--- src/common/drive_msg_pkg.sv ---
// Constants shared by the digital output message logic
package drive_msg_pkg;
    localparam int unsigned ADDR_W = 8;
    localparam int unsigned DATA_W = 32;
    localparam int unsigned SEL_W = 5;
    localparam int unsigned FILT_K_W = 5;
    // Register byte offsets
    localparam logic [7:0] REG_OUT_SEL = 8'h00;
    localparam logic [7:0] REG_TQ_CMP = 8'h04;
    localparam logic [7:0] REG_TQ_WIN = 8'h08;
    localparam logic [7:0] REG_TQ_FILT = 8'h0c;
    localparam logic [7:0] REG_SP_CMP = 8'h10;
    localparam logic [7:0] REG_SP_WIN = 8'h14;
    localparam logic [7:0] REG_SP_DLY = 8'h18;
    localparam logic [7:0] REG_SP_THR = 8'h1c;
    localparam logic [7:0] REG_TG_NEG = 8'h20;
    localparam logic [7:0] REG_TG_POS = 8'h24;
    localparam logic [7:0] REG_TG_DLY = 8'h28;
    localparam logic [7:0] REG_FE_NEG = 8'h2c;
    localparam logic [7:0] REG_FE_POS = 8'h30;
    localparam logic [7:0] REG_FE_DLY = 8'h34;
    localparam logic [7:0] REG_STATUS = 8'h38;
    localparam logic [7:0] REG_IRQ_STAT = 8'h3c;
    localparam logic [7:0] REG_IRQ_MASK = 8'h40;
    // Status, interrupt status and mask bit layout
    localparam int unsigned MSG_TQ = 0;
    localparam int unsigned MSG_SP = 1;
    localparam int unsigned MSG_TG = 2;
    localparam int unsigned MSG_FE = 3;
    localparam int unsigned MSG_N = 4;
    localparam int unsigned STAT_THR = 4;
    // Output source codes, in selector order
    localparam int unsigned SRC_OFF = 0;
    localparam int unsigned SRC_ON = 1;
    localparam int unsigned SRC_I2T = 2;
    localparam int unsigned SRC_SPEED = 3;
    localparam int unsigned SRC_TARGET = 4;
    localparam int unsigned SRC_REMAIN = 5;
    localparam int unsigned SRC_HOM_ACT = 6;
    localparam int unsigned SRC_HOM_VALID = 7;
    localparam int unsigned SRC_UNDERVOLT = 8;
    localparam int unsigned SRC_FOLERR = 9;
    localparam int unsigned SRC_STAGE_EN = 10;
    localparam int unsigned SRC_BRAKE_REL = 11;
    localparam int unsigned SRC_LIN_ID = 12;
    localparam int unsigned SRC_PTRIG1 = 13;
    localparam int unsigned SRC_PTRIG4 = 16;
    localparam int unsigned SRC_SETLOCK = 17;
    localparam int unsigned SRC_TORQUE = 18;
    localparam int unsigned SRC_POSSET = 19;
    localparam int unsigned SRC_READY = 20;
    localparam int unsigned SRC_GEN_ERR = 21;
    localparam int unsigned SRC_N = 22;
    // Reset values
    localparam logic [31:0] RST_ZERO = 32'h0000_0000;
    localparam logic [FILT_K_W-1:0] RST_FILT_K = 5'h04;
endpackage

--- src/hw/drive_output_message_logic.sv ---
// Digital output selectors and window status messages with Avalon-MM registers
// Behaviour
// - Each output selects one source or off/on
// - Torque message while filtered current inside window
// - Current passes first-order filter, settable constant
// - Speed condition while speed inside window
// - Speed message only after response delay
// - Second speed threshold feeds fieldbus flag only
// - Target condition inside negative/positive window
// - Target message only after response delay
// - Target message held until position leaves window
// - Following error when position outside tolerance
// - Following error message after response delay
// - Following error message independent of shutdown
//
// Added by the designer: the Avalon-MM slave port and the register offsets.
`timescale 1ns/10ps
module drive_output_message_logic
    import drive_msg_pkg::*;
#(
    parameter int unsigned NUM_OUT = 4
)
(
    input wire logic clk_sys,
    input wire logic sys_rst,
    input wire logic [ADDR_W-1:0] avs_address,
    input wire logic avs_read,
    input wire logic avs_write,
    input wire logic [DATA_W-1:0] avs_writedata,
    input wire logic [3:0] avs_byteenable,
    output logic [DATA_W-1:0] avs_readdata,
    output logic avs_waitrequest,
    input wire logic signed [DATA_W-1:0] act_current,
    input wire logic signed [DATA_W-1:0] act_speed,
    input wire logic signed [DATA_W-1:0] act_pos,
    input wire logic signed [DATA_W-1:0] target_pos,
    input wire logic signed [DATA_W-1:0] set_pos,
    input wire logic [SRC_N-1:0] aux_flags,
    output logic [NUM_OUT-1:0] dout,
    output logic spd_thr_reached,
    output logic irq
);
    localparam int unsigned EW = DATA_W + 2;

    // Configuration registers
    logic [DATA_W-1:0] sel_q, sel_d;
    logic [DATA_W-1:0] tq_cmp_q, tq_cmp_d, tq_win_q, tq_win_d;
    logic [FILT_K_W-1:0] tq_k_q, tq_k_d;
    logic [DATA_W-1:0] sp_cmp_q, sp_cmp_d, sp_win_q, sp_win_d, sp_dly_q, sp_dly_d, sp_thr_q, sp_thr_d;
    logic [DATA_W-1:0] tg_neg_q, tg_neg_d, tg_pos_q, tg_pos_d, tg_dly_q, tg_dly_d;
    logic [DATA_W-1:0] fe_neg_q, fe_neg_d, fe_pos_q, fe_pos_d, fe_dly_q, fe_dly_d;
    logic [MSG_N-1:0] irq_stat_q, irq_stat_d, irq_mask_q, irq_mask_d;
    logic [DATA_W-1:0] rdata_q, rdata_d;
    logic wait_q, wait_d;
    logic irq_q, irq_d;
    // Message state
    logic signed [DATA_W-1:0] filt_q, filt_d;
    logic signed [DATA_W:0] filt_diff;
    logic signed [DATA_W:0] filt_step;
    logic [MSG_N-1:0] msg_q, msg_d;
    logic tg_hold_q, tg_hold_d;
    logic signed [DATA_W-1:0] tg_lat_q, tg_lat_d;
    logic thr_q, thr_d;
    logic [SRC_N-1:0] src_vec;
    logic [NUM_OUT-1:0] dout_q, dout_d;
    logic tq_in, sp_in, tg_in, tg_in_lat, fe_out, thr_in;
    logic sp_qual, tg_qual, fe_qual;
    logic req, done;

    // Sign-extend to the comparison width
    function automatic logic signed [EW-1:0] ext(input logic [DATA_W-1:0] x);
        ext = {{2{x[DATA_W-1]}}, x};
    endfunction

    // Inclusive window c-lo .. c+hi, computed wide so no wrap occurs
    function automatic logic in_win(input logic [DATA_W-1:0] v, input logic [DATA_W-1:0] c,
                                    input logic [DATA_W-1:0] lo, input logic [DATA_W-1:0] hi);
        in_win = (ext(v) >= ext(c) - ext(lo)) && (ext(v) <= ext(c) + ext(hi));
    endfunction

    // Byte lane merge for Avalon byteenable
    function automatic logic [DATA_W-1:0] merge(input logic [DATA_W-1:0] old, input logic [DATA_W-1:0] wd,
                                                input logic [3:0] be);
        logic [DATA_W-1:0] r;
        r = old;
        for (int b = 0; b < 4; b++)
            if (be[b])
                r[8*b +: 8] = wd[8*b +: 8];
        merge = r;
    endfunction

    // Window conditions
    always_comb
    begin
        tq_in = in_win(filt_q, tq_cmp_q, tq_win_q, tq_win_q);
        sp_in = in_win(act_speed, sp_cmp_q, sp_win_q, sp_win_q);
        thr_in = in_win(act_speed, sp_thr_q, sp_win_q, sp_win_q);
        tg_in = in_win(act_pos, target_pos, tg_neg_q, tg_pos_q);
        tg_in_lat = in_win(act_pos, tg_lat_q, tg_neg_q, tg_pos_q);
        fe_out = !in_win(act_pos, set_pos, fe_neg_q, fe_pos_q);
    end

    // Response delay timers, one per qualified message
    msg_qualify #(.CNT_W(DATA_W)) u_sp_qual (
        .clk_sys(clk_sys),
        .sys_rst(sys_rst),
        .cond(sp_in),
        .delay(sp_dly_q),
        .msg(sp_qual)
    );
    msg_qualify #(.CNT_W(DATA_W)) u_tg_qual (
        .clk_sys(clk_sys),
        .sys_rst(sys_rst),
        .cond(tg_in),
        .delay(tg_dly_q),
        .msg(tg_qual)
    );
    msg_qualify #(.CNT_W(DATA_W)) u_fe_qual (
        .clk_sys(clk_sys),
        .sys_rst(sys_rst),
        .cond(fe_out),
        .delay(fe_dly_q),
        .msg(fe_qual)
    );

    // PT1 filter: time constant is 2^k cycles; k of zero passes current straight
    always_comb
    begin
        filt_diff = (DATA_W+1)'(ext(act_current) - ext(filt_q));
        filt_step = filt_diff >>> tq_k_q;
        filt_d = DATA_W'((DATA_W+1)'(ext(filt_q)) + filt_step);
    end

    // Messages; target message latches its centre so a new nearby target keeps it
    always_comb
    begin
        msg_d = '0;
        msg_d[MSG_TQ] = tq_in;
        msg_d[MSG_SP] = sp_qual;
        msg_d[MSG_TG] = tg_hold_q ? tg_in_lat : tg_qual;
        msg_d[MSG_FE] = fe_qual;
        tg_hold_d = tg_hold_q ? tg_in_lat : tg_qual;
        tg_lat_d = tg_hold_q ? tg_lat_q : target_pos;
        thr_d = thr_in;
    end

    always_ff @(posedge clk_sys)
    begin
        if (sys_rst)
        begin
            filt_q <= RST_ZERO;
            msg_q <= '0;
            tg_hold_q <= 1'b0;
            tg_lat_q <= RST_ZERO;
            thr_q <= 1'b0;
        end
        else
        begin
            filt_q <= filt_d;
            msg_q <= msg_d;
            tg_hold_q <= tg_hold_d;
            tg_lat_q <= tg_lat_d;
            thr_q <= thr_d;
        end
    end

    // Source vector: internal messages replace the matching external flags
    always_comb
    begin
        src_vec = aux_flags;
        src_vec[SRC_OFF] = 1'b0;
        src_vec[SRC_ON] = 1'b1;
        src_vec[SRC_SPEED] = msg_q[MSG_SP];
        src_vec[SRC_TARGET] = msg_q[MSG_TG];
        src_vec[SRC_FOLERR] = msg_q[MSG_FE];
        src_vec[SRC_TORQUE] = msg_q[MSG_TQ];
    end

    // Per-output selector; codes beyond the source list read as off
    for (genvar g = 0; g < NUM_OUT; g++)
    begin : g_out
        logic [SEL_W-1:0] code;
        assign code = sel_q[g*SEL_W +: SEL_W];
        assign dout_d[g] = (32'(code) < SRC_N) ? src_vec[code] : 1'b0;
    end

    always_ff @(posedge clk_sys)
    begin
        if (sys_rst)
            dout_q <= '0;
        else
            dout_q <= dout_d;
    end

    // Bus slave: one wait cycle, read data captured on the first cycle
    always_comb
    begin
        req = avs_read || avs_write;
        done = req && !wait_q;
        wait_d = !(req && wait_q);
        rdata_d = rdata_q;
        if (req && wait_q)
        begin
            unique case (avs_address)
                REG_OUT_SEL: rdata_d = sel_q;
                REG_TQ_CMP: rdata_d = tq_cmp_q;
                REG_TQ_WIN: rdata_d = tq_win_q;
                REG_TQ_FILT: rdata_d = DATA_W'(tq_k_q);
                REG_SP_CMP: rdata_d = sp_cmp_q;
                REG_SP_WIN: rdata_d = sp_win_q;
                REG_SP_DLY: rdata_d = sp_dly_q;
                REG_SP_THR: rdata_d = sp_thr_q;
                REG_TG_NEG: rdata_d = tg_neg_q;
                REG_TG_POS: rdata_d = tg_pos_q;
                REG_TG_DLY: rdata_d = tg_dly_q;
                REG_FE_NEG: rdata_d = fe_neg_q;
                REG_FE_POS: rdata_d = fe_pos_q;
                REG_FE_DLY: rdata_d = fe_dly_q;
                REG_STATUS: rdata_d = DATA_W'({thr_q, msg_q});
                REG_IRQ_STAT: rdata_d = DATA_W'(irq_stat_q);
                REG_IRQ_MASK: rdata_d = DATA_W'(irq_mask_q);
                default: rdata_d = RST_ZERO;
            endcase
        end
    end

    // Register writes take effect on the completing edge; unmapped writes vanish
    always_comb
    begin
        sel_d = sel_q;
        tq_cmp_d = tq_cmp_q;
        tq_win_d = tq_win_q;
        tq_k_d = tq_k_q;
        sp_cmp_d = sp_cmp_q;
        sp_win_d = sp_win_q;
        sp_dly_d = sp_dly_q;
        sp_thr_d = sp_thr_q;
        tg_neg_d = tg_neg_q;
        tg_pos_d = tg_pos_q;
        tg_dly_d = tg_dly_q;
        fe_neg_d = fe_neg_q;
        fe_pos_d = fe_pos_q;
        fe_dly_d = fe_dly_q;
        irq_mask_d = irq_mask_q;
        if (done && avs_write)
        begin
            unique case (avs_address)
                REG_OUT_SEL: sel_d = merge(sel_q, avs_writedata, avs_byteenable);
                REG_TQ_CMP: tq_cmp_d = merge(tq_cmp_q, avs_writedata, avs_byteenable);
                REG_TQ_WIN: tq_win_d = merge(tq_win_q, avs_writedata, avs_byteenable);
                REG_TQ_FILT: tq_k_d = avs_byteenable[0] ? avs_writedata[FILT_K_W-1:0] : tq_k_q;
                REG_SP_CMP: sp_cmp_d = merge(sp_cmp_q, avs_writedata, avs_byteenable);
                REG_SP_WIN: sp_win_d = merge(sp_win_q, avs_writedata, avs_byteenable);
                REG_SP_DLY: sp_dly_d = merge(sp_dly_q, avs_writedata, avs_byteenable);
                REG_SP_THR: sp_thr_d = merge(sp_thr_q, avs_writedata, avs_byteenable);
                REG_TG_NEG: tg_neg_d = merge(tg_neg_q, avs_writedata, avs_byteenable);
                REG_TG_POS: tg_pos_d = merge(tg_pos_q, avs_writedata, avs_byteenable);
                REG_TG_DLY: tg_dly_d = merge(tg_dly_q, avs_writedata, avs_byteenable);
                REG_FE_NEG: fe_neg_d = merge(fe_neg_q, avs_writedata, avs_byteenable);
                REG_FE_POS: fe_pos_d = merge(fe_pos_q, avs_writedata, avs_byteenable);
                REG_FE_DLY: fe_dly_d = merge(fe_dly_q, avs_writedata, avs_byteenable);
                REG_IRQ_MASK: irq_mask_d = avs_byteenable[0] ? avs_writedata[MSG_N-1:0] : irq_mask_q;
                default: sel_d = sel_q;
            endcase
        end
    end

    // Sticky events on message rise; read clears only bits already returned, so set wins
    always_comb
    begin
        irq_stat_d = irq_stat_q;
        if (done && avs_read && avs_address == REG_IRQ_STAT)
            irq_stat_d = irq_stat_q & ~rdata_q[MSG_N-1:0];
        irq_stat_d = irq_stat_d | (msg_d & ~msg_q);
        irq_d = |(irq_stat_d & irq_mask_d);
    end

    always_ff @(posedge clk_sys)
    begin
        if (sys_rst)
        begin
            sel_q <= RST_ZERO;
            tq_cmp_q <= RST_ZERO;
            tq_win_q <= RST_ZERO;
            tq_k_q <= RST_FILT_K;
            sp_cmp_q <= RST_ZERO;
            sp_win_q <= RST_ZERO;
            sp_dly_q <= RST_ZERO;
            sp_thr_q <= RST_ZERO;
            tg_neg_q <= RST_ZERO;
            tg_pos_q <= RST_ZERO;
            tg_dly_q <= RST_ZERO;
            fe_neg_q <= RST_ZERO;
            fe_pos_q <= RST_ZERO;
            fe_dly_q <= RST_ZERO;
            irq_mask_q <= '0;
            irq_stat_q <= '0;
            irq_q <= 1'b0;
            rdata_q <= RST_ZERO;
            wait_q <= 1'b1;
        end
        else
        begin
            sel_q <= sel_d;
            tq_cmp_q <= tq_cmp_d;
            tq_win_q <= tq_win_d;
            tq_k_q <= tq_k_d;
            sp_cmp_q <= sp_cmp_d;
            sp_win_q <= sp_win_d;
            sp_dly_q <= sp_dly_d;
            sp_thr_q <= sp_thr_d;
            tg_neg_q <= tg_neg_d;
            tg_pos_q <= tg_pos_d;
            tg_dly_q <= tg_dly_d;
            fe_neg_q <= fe_neg_d;
            fe_pos_q <= fe_pos_d;
            fe_dly_q <= fe_dly_d;
            irq_mask_q <= irq_mask_d;
            irq_stat_q <= irq_stat_d;
            irq_q <= irq_d;
            rdata_q <= rdata_d;
            wait_q <= wait_d;
        end
    end

    // Outputs straight from flip-flops
    assign dout = dout_q;
    assign spd_thr_reached = thr_q;
    assign irq = irq_q;
    assign avs_readdata = rdata_q;
    assign avs_waitrequest = wait_q;
endmodule // drive_output_message_logic

--- src/hw/msg_qualify.sv ---
// Response delay qualification timer for one message
`timescale 1ns/10ps
module msg_qualify
    import drive_msg_pkg::*;
#(
    parameter int unsigned CNT_W = 32
)
(
    input wire logic clk_sys,
    input wire logic sys_rst,
    input wire logic cond,
    input wire logic [CNT_W-1:0] delay,
    output logic msg
);
    logic [CNT_W-1:0] cnt_q;
    logic [CNT_W-1:0] cnt_d;
    logic reached;

    // Count while the condition holds, saturate at the delay
    always_comb
    begin
        reached = (cnt_q >= delay);
        if (!cond)
            cnt_d = '0;
        else if (!reached)
            cnt_d = cnt_q + CNT_W'(1);
        else
            cnt_d = cnt_q;
        msg = cond && reached;
    end

    always_ff @(posedge clk_sys)
    begin
        if (sys_rst)
            cnt_q <= '0;
        else
            cnt_q <= cnt_d;
    end
endmodule // msg_qualify

--- config.mk ---
export PLATFORM = sky130hd
export DESIGN_NAME = drive_output_message_logic
export DESIGN_NICKNAME = d
export VERILOG_FILES = /design/src/common/drive_msg_pkg.sv /design/src/hw/drive_output_message_logic.sv /design/src/hw/msg_qualify.sv
export SDC_FILE = /design/constraint.sdc
export NUM_CORES = 2
export LEC_CHECK = 0
export BUFFER_PORTS_ARGS = -buffer_cell sky130_fd_sc_hd__buf_2
export CAP_MARGIN = 40
export CORE_MARGIN = 4
export CORE_UTILIZATION = 40
export CTS_CLUSTER_SIZE = 40
export DETAILED_ROUTE_END_ITERATION = 12
export PLACE_DENSITY_LB_ADDON = 0.15
export SETUP_SLACK_MARGIN = 0.5
export SLEW_MARGIN = 40
export SYNTH_ARGS = -nofsm -noshare
export SYNTH_HDL_FRONTEND = slang
export SYNTH_SLANG_ARGS = --single-unit
--- constraint.sdc ---
create_clock -name clk_sys -period 17.7 [get_ports clk_sys]
set_input_delay 0.885 -clock clk_sys [delete_from_list [all_inputs] [get_ports clk_sys]]
set_output_delay 0.885 -clock clk_sys [all_outputs]
set_load 0.005 [all_outputs]
==> impl_results.rst <==
.. list-table::
   :header-rows: 1

   * - Metric
     - Value
   * - Run status
     - completed
   * - Setup slack of the worst register-to-register path
     - 10.38 ns
   * - Number of CTS-inserted buffers
     - 80
   * - Routed WL
     - 246 mm
   * - Power density over the cells
     - 82.7 nW/um^2
   * - Synthesized cell area
     - 59,800 um^2
   * - Tightest Pin Transition
     - 0.986 ns
   * - Std-Cell Core Area
     - 148,000 um^2
   * - Skew-Pair Late Insertion Delay
     - 0.70 ns
   * - Remaining antenna violation count
     - 0
   * - Maxcap violations
     - 0
   * - Average routed wire per standard cell
     - 24.6 um
   * - Total placed instance area
     - 63,000 um^2
   * - Count of final hold-check violations
     - 0
   * - Top-level I/O count
     - 269
   * - Share of total power in sequential cells
     - 28.5%
   * - Total congestion overflow after global routing
     - 0
   * - Commonest non-fill, non-tap cells in the layout
     - sky130_fd_sc_hd__nand2_1 (1,197), sky130_fd_sc_hd__a21oi_1 (948), sky130_fd_sc_hd__ha_1 (942), sky130_fd_sc_hd__dfxtp_1 (631), sky130_fd_sc_hd__nor2_1 (591)
   * - Number of nets produced by synthesis
     - 9,067
   * - Cell depth of the worst hold path
     - 2
   * - Final cell count without fillers
     - 10,000
   * - Standard-cell row count
     - 141
   * - Maximum number of pins on one net before global-route repair
     - 95
   * - Relative area change from synthesis to final layout
     - 9.95%
   * - Clk_skew
     - 0.0368 ns
   * - Level count of the clock H-tree
     - 3
   * - Clock tree root buffer cell
     - sky130_fd_sc_hd__clkbuf_16
   * - Yosys cell types
     - 102
   * - Top fanout value on the critical path
     - 6
   * - Layout Nets
     - 9,179
   * - Total negative setup slack
     - 0 ns
   * - P_sw
     - 2.06 mW
   * - Via count of the first global-routing pass
     - 56,000
   * - # placed instances
     - 9,840
   * - Hold buffer count at cts
     - 0
   * - Logic gate share of total power
     - 40.1%
   * - Count of cells along the worst register-to-register path
     - 25
   * - Count of endpoints failing setup in the final report
     - 0
   * - Async set-reset flop share out of synthesis
     - 0%
   * - Required arrival time at the worst endpoint
     - 18.23 ns
   * - # Post-CTS Setup Buffers
     - 0
   * - Number of pins exceeding their max-slew limit in the final report
     - 0
   * - Clock transition time at the flip-flop clock pins of the worst setup and hold paths
     - 0.06 ns
   * - Width of the die
     - 395 um
   * - Initial antenna violation count
     - 32
   * - Number of buffers on the longest clock path
     - 3
   * - Wire length of the first global-routing pass
     - 358 mm
   * - DRC violations left
     - 0
   * - Worst reg2reg path endpoint
     - filt_q[30]$_SDFF_PP0_
   * - Worst vdd ir
     - 69.3 uV
   * - Synthesized area per cell
     - 7.59 um^2
   * - Time the final worst path needs with I/O delays and setup
     - 7.32 ns
   * - Non-Filler Cell Area, Final
     - 65,800 um^2
   * - Sequential cell area fraction in the yosys report
     - 21.1%
   * - Commonest non-fill, non-tap cell in the layout
     - sky130_fd_sc_hd__nand2_1
   * - Port bufs
     - 262
   * - Fraction of final layout cells sized beyond drive strength 1
     - 7.42%
   * - Worst setup path class
     - reg2reg
   * - Initial standard-cell utilization of the core
     - 40.4%
   * - Drt first pass iters
     - 6
   * - Critical hold path startpoint
     - tg_neg_q[28]$_SDFFE_PP0P_
   * - Critical path startpoint
     - filt_q[5]$_SDFF_PP0_
   * - Post-detailed-placement half-perimeter wirelength
     - 198 mm
   * - Number of warnings printed during yosys synthesis
     - 0
   * - Post-cts repair resize count
     - 0
   * - Reg-to-reg critical path startpoint
     - filt_q[5]$_SDFF_PP0_
   * - Via total after detailed routing
     - 59,900
   * - Placer congestion estimate
     - 0.988
   * - DRT iter0 DRCs
     - 5,864
   * - Via density
     - 5.99
   * - Die outline height
     - 395 um
   * - Number of clock sinks
     - 632
   * - Setup repair after global routing missed its margin
     - no
   * - All-layer global routing usage
     - 30.0%
   * - Number of synthesized flops with an enable pin
     - 0
   * - Internal power
     - 3.38 mW
   * - CP Capture Type
     - flip-flop
   * - Die outline area
     - 156,000 um^2
   * - Sw Share
     - 37.8%
   * - Path type of the worst min-delay path
     - reg2reg
   * - Relative slew margins
     - 33.8%
   * - Number of synthesized register bits
     - 632
   * - Static Leakage
     - 26.9 nW
   * - Worst Hold Endpoint
     - tg_neg_q[28]$_SDFFE_PP0P_
   * - Main synth FF type
     - sky130_fd_sc_hd__dfxtp_1
   * - Upper clock frequency limit
     - 137 MHz
   * - Setup crit start kind
     - flip-flop
   * - CTS tree
     - done
   * - Synthesized netlist cell count
     - 7,881
   * - Relative contribution of the clock network to total power
     - 31.3%
   * - Arr. time, crit path
     - 7.86 ns
   * - Portion of the clock cycle consumed by the worst path in the final layout
     - 41.4%
-- metrics by stage --
stage          util, %  hold WS [ns]  setup slack [ns]  power [mW]
3_5_place_dp      42.5         0.446              9.82        3.74
2_1_floorplan        -         0.436             11.30        3.15
5_1_grt           44.4         0.465             10.01        5.77
4_1_cts           44.3         0.421             10.38        5.45
6_report          44.4         0.452             10.38        5.44
3_3_place_gp      42.5         0.442              9.76        3.71
-- state kept, by name (all words and copies together) (netlist names), 5 cells and up --
register	cells
avs_readdata	32
fe_dly_q	32
fe_neg_q	32
fe_pos_q	32
filt_q	32
sel_q	32
sp_cmp_q	32
sp_dly_q	32
sp_thr_q	32
sp_win_q	32
tg_dly_q	32
tg_lat_q	32
tg_neg_q	32
tg_pos_q	32
tq_cmp_q	32
tq_win_q	32
u_fe_qual.cnt_q	32
u_sp_qual.cnt_q	32
u_tg_qual.cnt_q	32
tq_k_q	5
-- critical path, stage by stage, from the launching register on --
cell	delay [ns]
sky130_fd_sc_hd__dfxtp_1	0.54
sky130_fd_sc_hd__inv_1	0.08
sky130_fd_sc_hd__ha_1	0.40
sky130_fd_sc_hd__o211ai_1	0.14
sky130_fd_sc_hd__o211ai_1	0.29
sky130_fd_sc_hd__nand3_2	0.19
sky130_fd_sc_hd__o211a_1	0.29
sky130_fd_sc_hd__o21ai_0	0.31
sky130_fd_sc_hd__a31oi_1	0.16
sky130_fd_sc_hd__xnor2_1	0.22
sky130_fd_sc_hd__mux4_2	0.59
sky130_fd_sc_hd__mux4_2	0.55
sky130_fd_sc_hd__mux2_2	0.29
sky130_fd_sc_hd__ha_1	0.23
sky130_fd_sc_hd__fa_1	0.44
sky130_fd_sc_hd__a21oi_1	0.22
sky130_fd_sc_hd__o211ai_1	0.14
sky130_fd_sc_hd__a21oi_1	0.31
sky130_fd_sc_hd__nor3b_1	0.36
sky130_fd_sc_hd__o211ai_1	0.20
sky130_fd_sc_hd__a31oi_1	0.31
sky130_fd_sc_hd__nand2_1	0.15
sky130_fd_sc_hd__a311oi_1	0.43
sky130_fd_sc_hd__o21a_1	0.18
sky130_fd_sc_hd__or3_1	0.10
sky130_fd_sc_hd__a21oi_1	0.05
-- routing by layer --
| metal | track usage (%) | vias up | routed length [um] |
|---|---|---|---|
| met5 | 0 | - | 77 |
| met4 | 14.7 | 12 | 13500 |
| met3 | 4.27 | 432 | 18400 |
| met2 | 47.8 | 2347 | 109000 |
| met1 | 39.8 | 28500 | 105000 |
| li1 | - | 28600 | - |
-- cell usage after synthesis, types with 29 or more instances --
| library cell | n | area (um^2) |
|---|---|---|
| sky130_fd_sc_hd__nor2_1 | 604 | 2270 |
| sky130_fd_sc_hd__a221oi_1 | 75 | 657 |
| sky130_fd_sc_hd__nor2b_1 | 85 | 532 |
| sky130_fd_sc_hd__a31oi_1 | 79 | 494 |
| sky130_fd_sc_hd__inv_1 | 471 | 1770 |
| sky130_fd_sc_hd__clkbuf_1 | 251 | 942 |
| sky130_fd_sc_hd__ha_1 | 942 | 11800 |
| sky130_fd_sc_hd__mux4_2 | 29 | 653 |
| sky130_fd_sc_hd__nand2_1 | 1199 | 4500 |
| sky130_fd_sc_hd__a21o_1 | 305 | 2290 |
| sky130_fd_sc_hd__dfxtp_1 | 632 | 12700 |
| sky130_fd_sc_hd__o31ai_1 | 36 | 270 |
| sky130_fd_sc_hd__nand2b_1 | 81 | 507 |
| sky130_fd_sc_hd__nor3_1 | 101 | 505 |
| sky130_fd_sc_hd__or3_1 | 84 | 526 |
| sky130_fd_sc_hd__a222oi_1 | 40 | 400 |
| sky130_fd_sc_hd__and3_1 | 57 | 357 |
| sky130_fd_sc_hd__a22oi_1 | 62 | 465 |
| sky130_fd_sc_hd__nor4_1 | 32 | 200 |
| sky130_fd_sc_hd__nand3_1 | 125 | 626 |
| sky130_fd_sc_hd__o21a_1 | 85 | 638 |
| sky130_fd_sc_hd__a21oi_1 | 948 | 4740 |
| sky130_fd_sc_hd__xor2_1 | 163 | 1430 |
| sky130_fd_sc_hd__o21ai_0 | 309 | 1550 |
| sky130_fd_sc_hd__xnor2_1 | 275 | 2410 |
| sky130_fd_sc_hd__a211oi_1 | 57 | 428 |
| sky130_fd_sc_hd__mux2i_1 | 86 | 861 |
| sky130_fd_sc_hd__nand4_1 | 122 | 763 |
| sky130_fd_sc_hd__o21bai_1 | 70 | 526 |
| sky130_fd_sc_hd__o211ai_1 | 35 | 263 |
-- power by group through the flow --
stage | Sequential, mW | Clock, mW | Combinational [mW]
2_1_floorplan | 1.54 | 0 | 1.61
3_3_place_gp | 1.59 | 0 | 2.12
3_5_place_dp | 1.59 | 0 | 2.15
4_1_cts | 1.56 | 1.73 | 2.16
5_1_grt | 1.56 | 1.78 | 2.43
6_report | 1.55 | 1.70 | 2.18
-- worst max-delay path by stage --
stage / slack, ns / depth (start not counted) / end
floorplan: 11.30 / 28 / filt_q[30]$_SDFF_PP0_
global placement: 9.76 / 20 / u_fe_qual.cnt_q[31]$_SDFFE_PP0P_
detailed placement: 9.82 / 22 / irq$_SDFF_PP0_
CTS: 10.38 / 25 / filt_q[30]$_SDFF_PP0_
global route: 10.01 / 25 / filt_q[30]$_SDFF_PP0_
finish: 10.38 / 25 / filt_q[30]$_SDFF_PP0_
-- kinds of logic (layout without fill, tap and decap cells) --
logic type | count (synthesis) | in the layout | synth area share, %
buf+inv | 754 | 931 | 4.77
other cells | 0 | 23 | 0
compound gates | 2354 | 2354 | 25.1
mux | 131 | 131 | 2.83
fa+ha+maj | 956 | 956 | 20.2
flops | 632 | 632 | 21.1
xor+xnor | 439 | 439 | 6.44
simple gates | 2615 | 2615 | 19.6
-- area by class of cell --
| type | instances | area (um^2) |
|---|---|---|
| Antenna cell | 23 | 57.6 |
| Fill cell | 15200 | 82400 |
| Tap cell | 1930 | 2410 |
| Timing Repair Buffer | 312 | 1710 |
| Clock inverter | 38 | 448 |
| Multi-Input combinational cell | 6495 | 44500 |
| Clock buffer | 109 | 2250 |
| Sequential cell | 632 | 12700 |
| Inverter | 472 | 1770 |
Power figures use the tool's default switching activity.
